--- config.mk ---
export PLATFORM = sky130hd
export DESIGN_NAME = config_prom_address_sequencer
export DESIGN_NICKNAME = d
export VERILOG_FILES = /design/src/design/config_prom_pkg.sv /design/src/design/config_prom_fifo.sv /design/src/design/config_prom_address_sequencer.sv
export VERILOG_INCLUDE_DIRS = /design/src /design/src/design
export SDC_FILE = /design/constraint.sdc
export NUM_CORES = 1
export LEC_CHECK = 0
export ABC_AREA = 1
export BUFFER_PORTS_ARGS = -buffer_cell sky130_fd_sc_hd__buf_2
export CORE_MARGIN = 3
export CORE_UTILIZATION = 40
export DETAILED_ROUTE_END_ITERATION = 8
export PLACE_DENSITY = 0.55
export SKIP_CTS_REPAIR_TIMING = 1
export SYNTH_ARGS = -nofsm -noshare
export SYNTH_HDL_FRONTEND = slang
export SYNTH_SLANG_ARGS = --single-unit
--- constraint.sdc ---
create_clock -name sys_clk -period 4.1 [get_ports sys_clk]
set_clock_uncertainty 0.15 [all_clocks]
set_input_delay 0.205 -clock sys_clk [delete_from_list [all_inputs] [get_ports sys_clk]]
set_output_delay 0.205 -clock sys_clk [all_outputs]
set_load 0.05 [all_outputs]
--- src/design/config_prom_regs.svh ---
// constants for the configuration memory address sequencer
`ifndef CONFIG_PROM_REGS_SVH
`define CONFIG_PROM_REGS_SVH
// release delay after power-on threshold, in microseconds
`define OER_MIN_US 500
`define OER_SERIAL_MAX_US 3000
`define OER_PARALLEL_MAX_US 30000
`define CLK_MHZ 100
// cycles: least time rounded up (us * MHz is exact at 100 MHz)
`define OER_CYCLES (`OER_MIN_US * `CLK_MHZ)
`define ADDR_RESET_VALUE 0
`endif

--- src/design/config_prom_pkg.sv ---
// types for the configuration memory address sequencer
package config_prom_pkg;
  typedef enum logic [1:0] {
    ST_POWERUP,
    ST_HELD,
    ST_RUN,
    ST_STOPPED
  } seq_state_t;
endpackage : config_prom_pkg

--- src/design/config_prom_fifo.sv ---
// small synchronous fifo carrying memory words toward the data pins
module config_prom_fifo #(
  parameter int WIDTH = 8,
  parameter int DEPTH = 32
) (
  input wire logic sys_clk,
  input wire logic rst,
  input wire logic flush,
  input wire logic in_valid,
  output logic in_ready,
  input wire logic [WIDTH-1:0] in_data,
  output logic out_valid,
  input wire logic out_ready,
  output logic [WIDTH-1:0] out_data
);
  localparam int AW = $clog2(DEPTH);
  // refused at elaboration: pointer wrap relies on a power-of-two depth
  if (DEPTH < 2 || (1 << AW) != DEPTH)
  begin : g_bad_depth
    $error("fifo depth must be a power of two");
  end
  logic [WIDTH-1:0] mem [DEPTH];
  logic [AW:0] wr_ptr, rd_ptr, next_wr_ptr, next_rd_ptr;
  logic [WIDTH-1:0] next_out_data;
  logic next_out_valid, do_wr, do_rd;
  // *****************************
  // pointer and read register update
  // *****************************
  always_comb
  begin
    in_ready = (wr_ptr - rd_ptr) != (AW + 1)'(DEPTH);
    do_wr = in_valid && in_ready;
    do_rd = (wr_ptr != rd_ptr) && (!out_valid || out_ready);
    next_wr_ptr = wr_ptr + (AW + 1)'(do_wr);
    next_rd_ptr = rd_ptr + (AW + 1)'(do_rd);
    next_out_data = do_rd ? mem[rd_ptr[AW-1:0]] : out_data;
    next_out_valid = do_rd ? 1'b1 : (out_ready ? 1'b0 : out_valid);
    if (flush)
    begin
      next_wr_ptr = '0;
      next_rd_ptr = '0;
      next_out_valid = 1'b0;
    end
  end
  // read data leaves from a register
  always_ff @(posedge sys_clk or posedge rst)
  begin
    if (rst)
    begin
      wr_ptr <= '0;
      rd_ptr <= '0;
      out_valid <= 1'b0;
      out_data <= '0;
    end
    else
    begin
      wr_ptr <= next_wr_ptr;
      rd_ptr <= next_rd_ptr;
      out_valid <= next_out_valid;
      out_data <= next_out_data;
    end
  end
  // storage has no reset
  always_ff @(posedge sys_clk)
  begin
    if (do_wr) mem[wr_ptr[AW-1:0]] <= in_data;
  end
endmodule : config_prom_fifo

--- src/design/config_prom_address_sequencer.sv ---
// address sequencer and pin control of a configuration memory
`include "config_prom_regs.svh"
module config_prom_address_sequencer #(
  parameter int ADDR_W = 16,
  parameter int DATA_W = 8,
  parameter int FIFO_DEPTH = 32,
  parameter int OER_CYCLES = `OER_CYCLES
) (
  input wire logic sys_clk,
  input wire logic rst,
  input wire logic device_select_n,
  input wire logic oe_reset_in,
  output logic oe_reset_out,
  output logic oe_reset_oe,
  input wire logic config_clk,
  input wire logic config_restart_n,
  input wire logic flow_hold,
  input wire logic revision_enable,
  input wire logic parallel_mode,
  input wire logic decompress_enable,
  input wire logic [ADDR_W-1:0] revision_start_address,
  input wire logic [ADDR_W-1:0] revision_end_address,
  output logic [ADDR_W-1:0] mem_addr,
  output logic mem_req,
  input wire logic mem_ready,
  input wire logic [DATA_W-1:0] mem_rdata,
  input wire logic mem_rvalid,
  output logic [DATA_W-1:0] data_out,
  output logic data_oe,
  output logic clock_output,
  output logic clock_output_oe,
  output logic cascade_enable_out_n,
  output logic standby,
  output logic [ADDR_W-1:0] address
);
  localparam logic [ADDR_W-1:0] TERMINAL_COUNT = '1;
  // refused at elaboration: the counter and release delay need these minimums
  if (ADDR_W < 2 || DATA_W < 1 || OER_CYCLES < 1)
  begin : g_bad_params
    $error("unsupported parameter values");
  end
  // last address of the stream: top of memory or end of the selected revision
  function automatic logic is_last(input logic [ADDR_W-1:0] a, input logic rev_en, input logic [ADDR_W-1:0] rev_end);
    return a == TERMINAL_COUNT || (rev_en && a == rev_end);
  endfunction : is_last
  // *****************************
  // pin synchronisers
  // *****************************
  logic [4:0] sync1, sync2;
  always_ff @(posedge sys_clk or posedge rst)
  begin
    if (rst)
    begin
      sync1 <= 5'h1a;
      sync2 <= 5'h1a;
    end
    else
    begin
      sync1 <= {device_select_n, oe_reset_in, config_clk, config_restart_n, flow_hold};
      sync2 <= sync1;
    end
  end
  logic sel_n, oe_in, cclk, restart_n, hold_pin, cclk_d;
  assign {sel_n, oe_in, cclk, restart_n, hold_pin} = sync2;
  // *****************************
  // power-up release and sequencer
  // *****************************
  config_prom_pkg::seq_state_t state, next_state;
  logic [31:0] por_count, next_por_count;
  logic [ADDR_W-1:0] next_address, start_addr;
  logic hold_ok, rise, at_tc, at_ea, in_reset, advance;
  logic next_oe_out, next_oe_oe, next_cascade, next_standby, next_clk_oe, next_data_oe, next_cclk_d;
  logic [DATA_W-1:0] next_data_out;
  logic fifo_in_ready, fifo_out_valid, fifo_out_ready, fifo_flush;
  logic [DATA_W-1:0] fifo_out_data;
  always_comb
  begin
    hold_ok = parallel_mode && !decompress_enable && hold_pin;
    rise = cclk && !cclk_d;
    start_addr = revision_enable ? revision_start_address : ADDR_W'(`ADDR_RESET_VALUE);
    at_tc = address == TERMINAL_COUNT;
    at_ea = revision_enable && address == revision_end_address;
    in_reset = sel_n || !oe_in || state == config_prom_pkg::ST_POWERUP;
    next_state = state;
    next_por_count = por_count;
    next_address = address;
    next_cclk_d = cclk;
    advance = 1'b0;
    fifo_flush = 1'b0;
    fifo_out_ready = 1'b0;
    next_oe_oe = 1'b0;
    next_data_out = data_out;
    case (state)
      config_prom_pkg::ST_POWERUP:
      begin
        next_oe_oe = 1'b1;
        next_por_count = por_count + 32'h1;
        if (por_count >= 32'(OER_CYCLES - 1)) next_state = config_prom_pkg::ST_HELD;
        next_address = start_addr;
        fifo_flush = 1'b1;
      end
      config_prom_pkg::ST_HELD:
      begin
        next_address = start_addr;
        fifo_flush = 1'b1;
        if (!in_reset) next_state = config_prom_pkg::ST_RUN;
      end
      config_prom_pkg::ST_RUN, config_prom_pkg::ST_STOPPED:
      begin
        if (in_reset)
        begin
          next_state = config_prom_pkg::ST_HELD;
          next_address = start_addr;
          fifo_flush = 1'b1;
        end
        else if (!restart_n)
        begin
          next_address = start_addr;
          fifo_flush = 1'b1;
          next_state = config_prom_pkg::ST_RUN;
        end
        else if (at_tc || at_ea)
        begin
          next_state = config_prom_pkg::ST_STOPPED;
        end
        else if (rise && !hold_ok && state == config_prom_pkg::ST_RUN && fifo_out_valid)
        begin
          fifo_out_ready = 1'b1;
          next_data_out = fifo_out_data;
          advance = 1'b1;
          next_address = address + ADDR_W'(1);
          // stop on the edge that lands on the end, so pins float at once
          if (is_last(next_address, revision_enable, revision_end_address))
            next_state = config_prom_pkg::ST_STOPPED;
        end
      end
      default: next_state = config_prom_pkg::ST_HELD;
    endcase
    next_oe_out = 1'b0;
    next_standby = sel_n;
    next_cascade = !(next_state == config_prom_pkg::ST_STOPPED && next_address == TERMINAL_COUNT);
    next_data_oe = next_state == config_prom_pkg::ST_RUN && !in_reset;
    next_clk_oe = next_data_oe;
  end
  // word fetch feeds the fifo ahead of the stream
  logic [ADDR_W-1:0] fetch_addr, next_fetch_addr;
  logic fetch_busy, next_fetch_busy, fetch_done, next_fetch_done, next_mem_req;
  always_comb
  begin
    next_fetch_addr = fetch_addr;
    next_fetch_busy = fetch_busy;
    next_fetch_done = fetch_done;
    next_mem_req = 1'b0;
    if (fifo_flush || (!restart_n && !in_reset))
    begin
      next_fetch_addr = start_addr;
      next_fetch_busy = 1'b0;
      next_fetch_done = 1'b0;
    end
    else if (fetch_busy)
    begin
      if (mem_rvalid)
      begin
        next_fetch_busy = 1'b0;
        if (is_last(fetch_addr, revision_enable, revision_end_address))
          next_fetch_done = 1'b1;
        else
          next_fetch_addr = fetch_addr + ADDR_W'(1);
      end
    end
    else if (!fetch_done && fifo_in_ready && mem_ready && !mem_req)
    begin
      next_mem_req = 1'b1;
      next_fetch_busy = 1'b1;
    end
  end
  // state, fetch and pin output registers here
  always_ff @(posedge sys_clk or posedge rst)
  begin
    if (rst)
    begin
      state <= config_prom_pkg::ST_POWERUP;
      por_count <= 32'h0;
      address <= '0;
      cclk_d <= 1'b0;
      oe_reset_out <= 1'b0;
      oe_reset_oe <= 1'b1;
      cascade_enable_out_n <= 1'b1;
      standby <= 1'b1;
      data_oe <= 1'b0;
      clock_output_oe <= 1'b0;
      clock_output <= 1'b0;
      data_out <= '0;
      fetch_addr <= '0;
      fetch_busy <= 1'b0;
      fetch_done <= 1'b0;
      mem_req <= 1'b0;
      mem_addr <= '0;
    end
    else
    begin
      state <= next_state;
      por_count <= next_por_count;
      address <= next_address;
      cclk_d <= next_cclk_d;
      oe_reset_out <= next_oe_out;
      oe_reset_oe <= next_oe_oe;
      cascade_enable_out_n <= next_cascade;
      standby <= next_standby;
      data_oe <= next_data_oe;
      clock_output_oe <= next_clk_oe;
      clock_output <= cclk;
      data_out <= next_data_out;
      fetch_addr <= next_fetch_addr;
      fetch_busy <= next_fetch_busy;
      fetch_done <= next_fetch_done;
      mem_req <= next_mem_req;
      mem_addr <= next_fetch_addr;
    end
  end
  // stream buffer; the sequencer stalls while it is empty
  config_prom_fifo #(.WIDTH(DATA_W), .DEPTH(FIFO_DEPTH)) u_fifo (
    .sys_clk(sys_clk),
    .rst(rst),
    .flush(fifo_flush || (!restart_n && !in_reset)),
    .in_valid(mem_rvalid && fetch_busy),
    .in_ready(fifo_in_ready),
    .in_data(mem_rdata),
    .out_valid(fifo_out_valid),
    .out_ready(fifo_out_ready),
    .out_data(fifo_out_data)
  );
  // *****************************
  // assertions
  // *****************************
  property p_standby;
    @(posedge sys_clk) disable iff (rst) sel_n |=> standby && cascade_enable_out_n && !data_oe;
  endproperty
  a_standby: assert property (p_standby) else $error("select high not standby");
  property p_advance;
    @(posedge sys_clk) disable iff (rst) advance && !at_tc && !at_ea |=> address == $past(address) + ADDR_W'(1);
  endproperty
  a_advance: assert property (p_advance) else $error("address did not advance");
  property p_tc;
    @(posedge sys_clk) disable iff (rst) state == config_prom_pkg::ST_STOPPED && at_tc |-> !cascade_enable_out_n;
  endproperty
  a_tc: assert property (p_tc) else $error("cascade not low at terminal count");
  property p_end_float;
    @(posedge sys_clk) disable iff (rst) state == config_prom_pkg::ST_STOPPED
      |-> !data_oe && !clock_output_oe && (at_tc || cascade_enable_out_n);
  endproperty
  a_end_float: assert property (p_end_float) else $error("pins driven or cascade low after stop");
  property p_tc_hold;
    @(posedge sys_clk) disable iff (rst) state == config_prom_pkg::ST_STOPPED && !in_reset && restart_n |=> $stable(address);
  endproperty
  a_tc_hold: assert property (p_tc_hold) else $error("address moved after stop");
  property p_hold;
    @(posedge sys_clk) disable iff (rst) hold_ok && !in_reset && restart_n |=> $stable(address);
  endproperty
  a_hold: assert property (p_hold) else $error("address moved during hold");
  property p_reset_addr;
    @(posedge sys_clk) disable iff (rst) in_reset |=> address == $past(start_addr);
  endproperty
  a_reset_addr: assert property (p_reset_addr) else $error("address not reset");
  property p_release;
    @(posedge sys_clk) disable iff (rst) state == config_prom_pkg::ST_POWERUP |=> oe_reset_oe && !oe_reset_out;
  endproperty
  a_release: assert property (p_release) else $error("line released early");
  property p_por_len;
    @(posedge sys_clk) disable iff (rst) state == config_prom_pkg::ST_POWERUP && next_state != state |-> por_count == 32'(OER_CYCLES - 1);
  endproperty
  a_por_len: assert property (p_por_len) else $error("release delay wrong");
  property p_float;
    @(posedge sys_clk) disable iff (rst) !oe_in |=> !data_oe && !clock_output_oe;
  endproperty
  a_float: assert property (p_float) else $error("outputs driven in reset");
endmodule : config_prom_address_sequencer

# Yosys cells after proc, flatten, opt, wreduce, memory -nomap -nowiden
# Memory sizes are Yosys's and may differ from the RTL's. A register that Yosys moved wholly into a read port is not among the register bits.
# Cells that the tools add are included.
[classes] addsub=6 multipliers=0 div=0 magnitude_cmp=1 n_eq_ne=15 n_shift=0 muxes=44 bitwise_logic=2 reduce_logical=45
[ops] cell="$mux W16" n=9
[ops] cell="$eq A16 B16 Y1 const B" n=4
[ops] cell="$eq A16 B16 Y1" n=3
[ops] cell="$add A16 B1 Y16 const B" n=2
[ops] cell="$add A32 B1 Y32 const B" n=1
[ops] cell="$ge A32 B16 Y1 const B" n=1
[ops] cell="$pmux W16 S2" n=1
[ops] cell="$mux W1" n=23
[ops] cell="$logic_and A1 B1 Y1" n=18
[ops] cell="$mux W2" n=7
[ops] cell="$add A6 B1 Y6" n=2
[ops] cell="$mux W6" n=2
[ops] cell="$logic_not A1 Y1" n=10
[ops] cell="$eq A2 B2 Y1 const B" n=4
[ops] cell="$logic_or A1 B1 Y1" n=7
[ops] cell="$ne A6 B6 Y1" n=1
[ops] cell="$ne A6 B6 Y1 const B" n=1
[ops] cell="$pmux W2 S3" n=1
[ops] cell="$reduce_and A3 Y1" n=2
[ops] cell="$reduce_bool A2 Y1" n=3
[ops] cell="$sub A6 B6 Y6" n=1
[ops] cell="$reduce_and A5 Y1" n=1
[ops] cell="$reduce_or A2 Y1" n=2
[ops] cell="$reduce_bool A3 Y1" n=1
[ops] cell="other kinds (5)" n=6
[totals] ff_bits=105 latch_bits=0 ramBits=256 romBits=0 in_bits=52 out_inout_bits=48 wordCells=132 n_memories=1
[memory_table] name="u_fifo.mem" words=32 width=8 rd=1 rd_ports_with_merged_regs=1 wr=1 line_no="config_prom_fifo.sv:22" source="logic [WIDTH-1:0] mem [DEPTH];"

# Longest topological paths before layout
[logic_depth] ltp_word=16 depth_mapped=19 depth_no_buf=19

# Hierarchy
# Synthesis repeated with hierarchy kept, for this count alone.
[hier_totals] cells_unflattened=1874 hier_area_um2=17629.4
[modules_own_cells] module="config_prom_fifo" n_inst=1 cells_each=1078 area_each_um2=11851.4 seq_area_each_um2=8212.9
[modules_own_cells] module="config_prom_address_sequencer" n_inst=1 cells_each=796 area_each_um2=5778.0 seq_area_each_um2=2313.5

# Worst setup path before layout
# Ideal clock, no wire load.
[synth_timing] path_type="register to register" from="register u_fifo.rd_ptr[1]" to="memory u_fifo.mem[10][0], enable pin" setup_ns=0.370 arrival_time_ns=2.791 t_required_ns=3.580 setup_slack_ns=0.788 path_stages_with_launch=13 path_buffers=2 period_less_slack_ns=3.312 cell_sequence="dfrtp_1 inv_1 clkbuf_1 clkbuf_1 ha_1 a21oi_1 o21ai_0 a21oi_1 xnor2_1 nor2_1 nor2_1 nand3_1 nor2_1"
[synth_between] elab_chain_cells=5
[synth_lines] item="from (decl)" line_no="config_prom_fifo.sv:23" source="logic [AW:0] wr_ptr, rd_ptr, next_wr_ptr, next_rd_ptr;"
[synth_lines] item="from (signal assigned)" line_no="config_prom_fifo.sv:58" source="rd_ptr <= next_rd_ptr;"
[synth_lines] item="$sub A6 B6 Y6" line_no="config_prom_fifo.sv:31" source="in_ready = (wr_ptr - rd_ptr) != (AW + 1)'(DEPTH);"
[synth_lines] item="$ne A6 B6 Y1" line_no="config_prom_fifo.sv:31"
[synth_lines] item="$logic_and A1 B1 Y1" line_no="config_prom_fifo.sv:32" source="do_wr = in_valid && in_ready;"
[synth_lines] item="$mux W1" line_no="config_prom_fifo.sv:66" source="if (do_wr) mem[wr_ptr[AW-1:0]] <= in_data;"
[synth_lines] item="$mux W1 (not written as such)" line_no="config_prom_fifo.sv:66"
[synth_lines] item="to (decl)" line_no="config_prom_fifo.sv:22"
# No other way between the ends.

# Final worst setup path
[layout_timing] from="register u_fifo.wr_ptr[1]" to="memory u_fifo.mem[6][5], enable pin"
[layout_between] elab_chain_cells=5
[layout_lines] item="from (decl)" line_no="config_prom_fifo.sv:23"
[layout_lines] item="from (signal assigned)" line_no="config_prom_fifo.sv:57" source="wr_ptr <= next_wr_ptr;"
[layout_lines] item="$sub A6 B6 Y6" line_no="config_prom_fifo.sv:31"
[layout_lines] item="$ne A6 B6 Y1" line_no="config_prom_fifo.sv:31"
[layout_lines] item="$logic_and A1 B1 Y1" line_no="config_prom_fifo.sv:32"
[layout_lines] item="$mux W1" line_no="config_prom_fifo.sv:66"
[layout_lines] item="$mux W1 (not written as such)" line_no="config_prom_fifo.sv:66"
# Several ways; a longest one is shown, not always the timed one.

==> impl_metrics.ini <==
[setup_path]
endpoint_kind = flop
slowest_stage = nor2_1
cp_max_fo = 8
startpoint_type = flop
endpoint = u_fifo.mem[6][5]
worstSetupPathType = flop to flop
required_ps = 4120
crit-reg2reg-capture = u_fifo.mem[6][5]
path_cells = ha_1 -> a21oi_1 -> o21ai_0 -> a21oi_1 -> xnor2_1 -> nor2_1 -> nor2_1 -> nand3_1 -> nor2_1
cp_num_cells = 9
worstSetupStartpoint = u_fifo.wr_ptr[1]
crit_top_cell = nor2_1
r2r_start = u_fifo.wr_ptr[1]
crit_buf_inv = 0
max_stage_delay_ps = 780
r2r_slack_ps = 230
worst_path_dominant_cell_family = simple AND/OR/NAND/NOR gates
ff2ff_path_depth = 9
cp_data_arrival_time_ps = 3890

[timing]
rsz0062_at_grt = false
clock.fmax_mhz = 258
fin_hold_ws_ps = -1.57
finalSetupViolCount = 0
fin_crit_sh_pct = 94.5
hold_violations = 1
fin_setup_tns_ps = 0
tightest_slew_ps = 1020
slew_headroom_pct = 32.0
final_max_slew_viol_count = 0
fin_crit_ps = 3870

[floorplan]
io_pins = 100
start_util_pct = 41.0
rows = 74
fp.coreArea_um2 = 41400
dieArea_um2 = 44900
die_h_um = 212
dieWidth_um = 212

[synthesis]
synth.avg_cell_area_um2 = 10.4
synth-main-ff-cell = edfxtp_1
synth_edf_count = 256
synthCells = 1626
synthArstFlopShare_pct = 30.6
synth_cell_types = 50
synth_warnings = 0
yosys_register_bits = 369
synth_area_um2 = 17000
seq_area_frac_synth_pct = 62.1
synthesis.nets = 1691

[flow_run]
maxCapViolCount = 0

[power_and_ir_drop]
power_mw = 8.23
p_leak_nw = 7.45
ir_drop_v = 0.000340
powerDensity_nw_per_um2 = 423

[route]
drc = 0
dr.pass1.iters = 5
wl_per_cell_um = 20.1
vias = 12528
via_per_inst = 5.45
ant_nets = 0
drtIter0Drc = 1151
wirelength_um = 46100

[clocking]
cts_made_buffers = 40
cts_root_buf = clkbuf_16
clk_path_buf_depth = 3
htree_levels = 2
clkSinkCount = 369
cts_tree = done
clk_pin_slew_ps = 70
clk_latency_ps = 560

[final_layout]
fin_util_pct = 47.0
seq_area_um2 = 10500
area_growth_pct = 14.6
fillers = 3822
drive_gt1_share_pct = 13.4
design_area_um2 = 19400
multi_input_area_um2 = 5630
final_nets = 1799

[grt]
track_usage_pct = 20.1
grt_max_degree = 79
overflow = 0
grt_pass1_vias = 11840
antenna_found_initial = 1
grt_pass1_wl_um = 69900

[placed_design]
hpwl_um = 30200
numPortBuffers = 98
routabilityCongestion = 0.913
placed_area_um2 = 17900

[min_path]
hp-class = primary input to flop

[run_status]
violations = hold timing
outcome = finished, violations left
## per-layer routing
layer / track usage [%] / part of all wire (%)
met3: 3.07 / 6.3
met1: 30.0 / 46
met5: 0 / 0
met4: 6.19 / 2.8
met2: 30.4 / 44
## how the worst min path moves through the flow
stage	to	cells after the start	from	slack [ps]
after floorplan	sync1[1]	0	config_restart_n	60
after global routing	address[15]	5	revision_enable	50
after global placement	sync1[3]	1	oe_reset_in	170
after detailed placement	sync1[2]	1	config_clk	170
final	address[3]	5	revision_enable	-2
after CTS	sync1[4]	1	device_select_n	-410
## cells in the mapped netlist, types with 21 or more instances
master	count	area share, %
nor2_1	227	5.0
o22ai_1	37	1.4
o211ai_1	35	1.5
edfxtp_1	256	45
clkbuf_1	59	1.3
o21ai_0	155	4.6
o21ai_1	21	0.62
o221ai_1	32	1.7
nand2_1	245	5.4
nand3_1	95	2.8
dfrtp_1	104	15
inv_1	118	2.6
nand4_1	29	1.1
xor2_1	44	2.3
## area by class of cell
cell class,instances,area share [%]
clock inverter,19,0.811
tap,532,3.42
antenna,1,0.0129
clock buffer,55,5.71
multi-input combinational,1059,29.0
sequential,369,54.2
timing repair buffer,140,4.45
inverter,124,2.43
## placed cells by master (no fill, tap or decap), types with 13 or more instances in the layout
cell and instances:
buf_2 98, a21oi_1 20, o21ai_0 155, edfxtp_1 256, o21ai_1 21, xor2_1 44
nand3_1 95, xnor2_1 14, dfrtp_1 101, o22ai_1 37, dlygate4sd3_1 24, nor2_1 227
nand4_1 29, ha_1 13, clkbuf_16 41, buf_4 18, o221ai_1 32, nor3_1 20
nand2_1 245, o211ai_1 35, inv_1 116
## registers in the layout, indices dropped and copies added (netlist names), 5 cells and up
name	cells
sync2	5
address	16
fetch_addr	16
data_out	8
u_fifo.out_data	8
u_fifo.rd_ptr	6
u_fifo.wr_ptr	6
sync1	5
u_fifo.mem	256
por_count	32
## tightest hold or removal path, stage by stage
cell	delay, ps
buf_2	140
nand2_1	100
nand2_1	90
nand2_1	90
inv_1	40
## per-stage QoR
step	std cells	worst slack [ps]
floorplan	1626	773
finish	2299	226
CTS	2274	205
detailed placement	2200	241
global route	2299	19.7
global placement	2200	459
## power breakdown
part           leakage, nW  switching [mW]  internal (mW)
clock network        0.615            1.50           1.98
logic                 3.05           0.423          0.167
registers             3.78          0.0858           4.07
total                 7.45            2.01           6.22
## kinds of logic (layout without fill, tap and decap cells)
group                      after synthesis  in the layout  share of synthesized area [%]
AOI/OAI and AO/OA                      320            320                           11.3
xor gates and xnor gates                58             58                           3.00
adders and majority gates               13             13                          0.959
buffers and inverters                  198            338                           4.72
DFF                                    369            369                           62.1
other                                    1              2                         0.0221
and+or+nand+nor                        667            667                           17.9
Note: power is estimated with default switching activity, not from simulation.
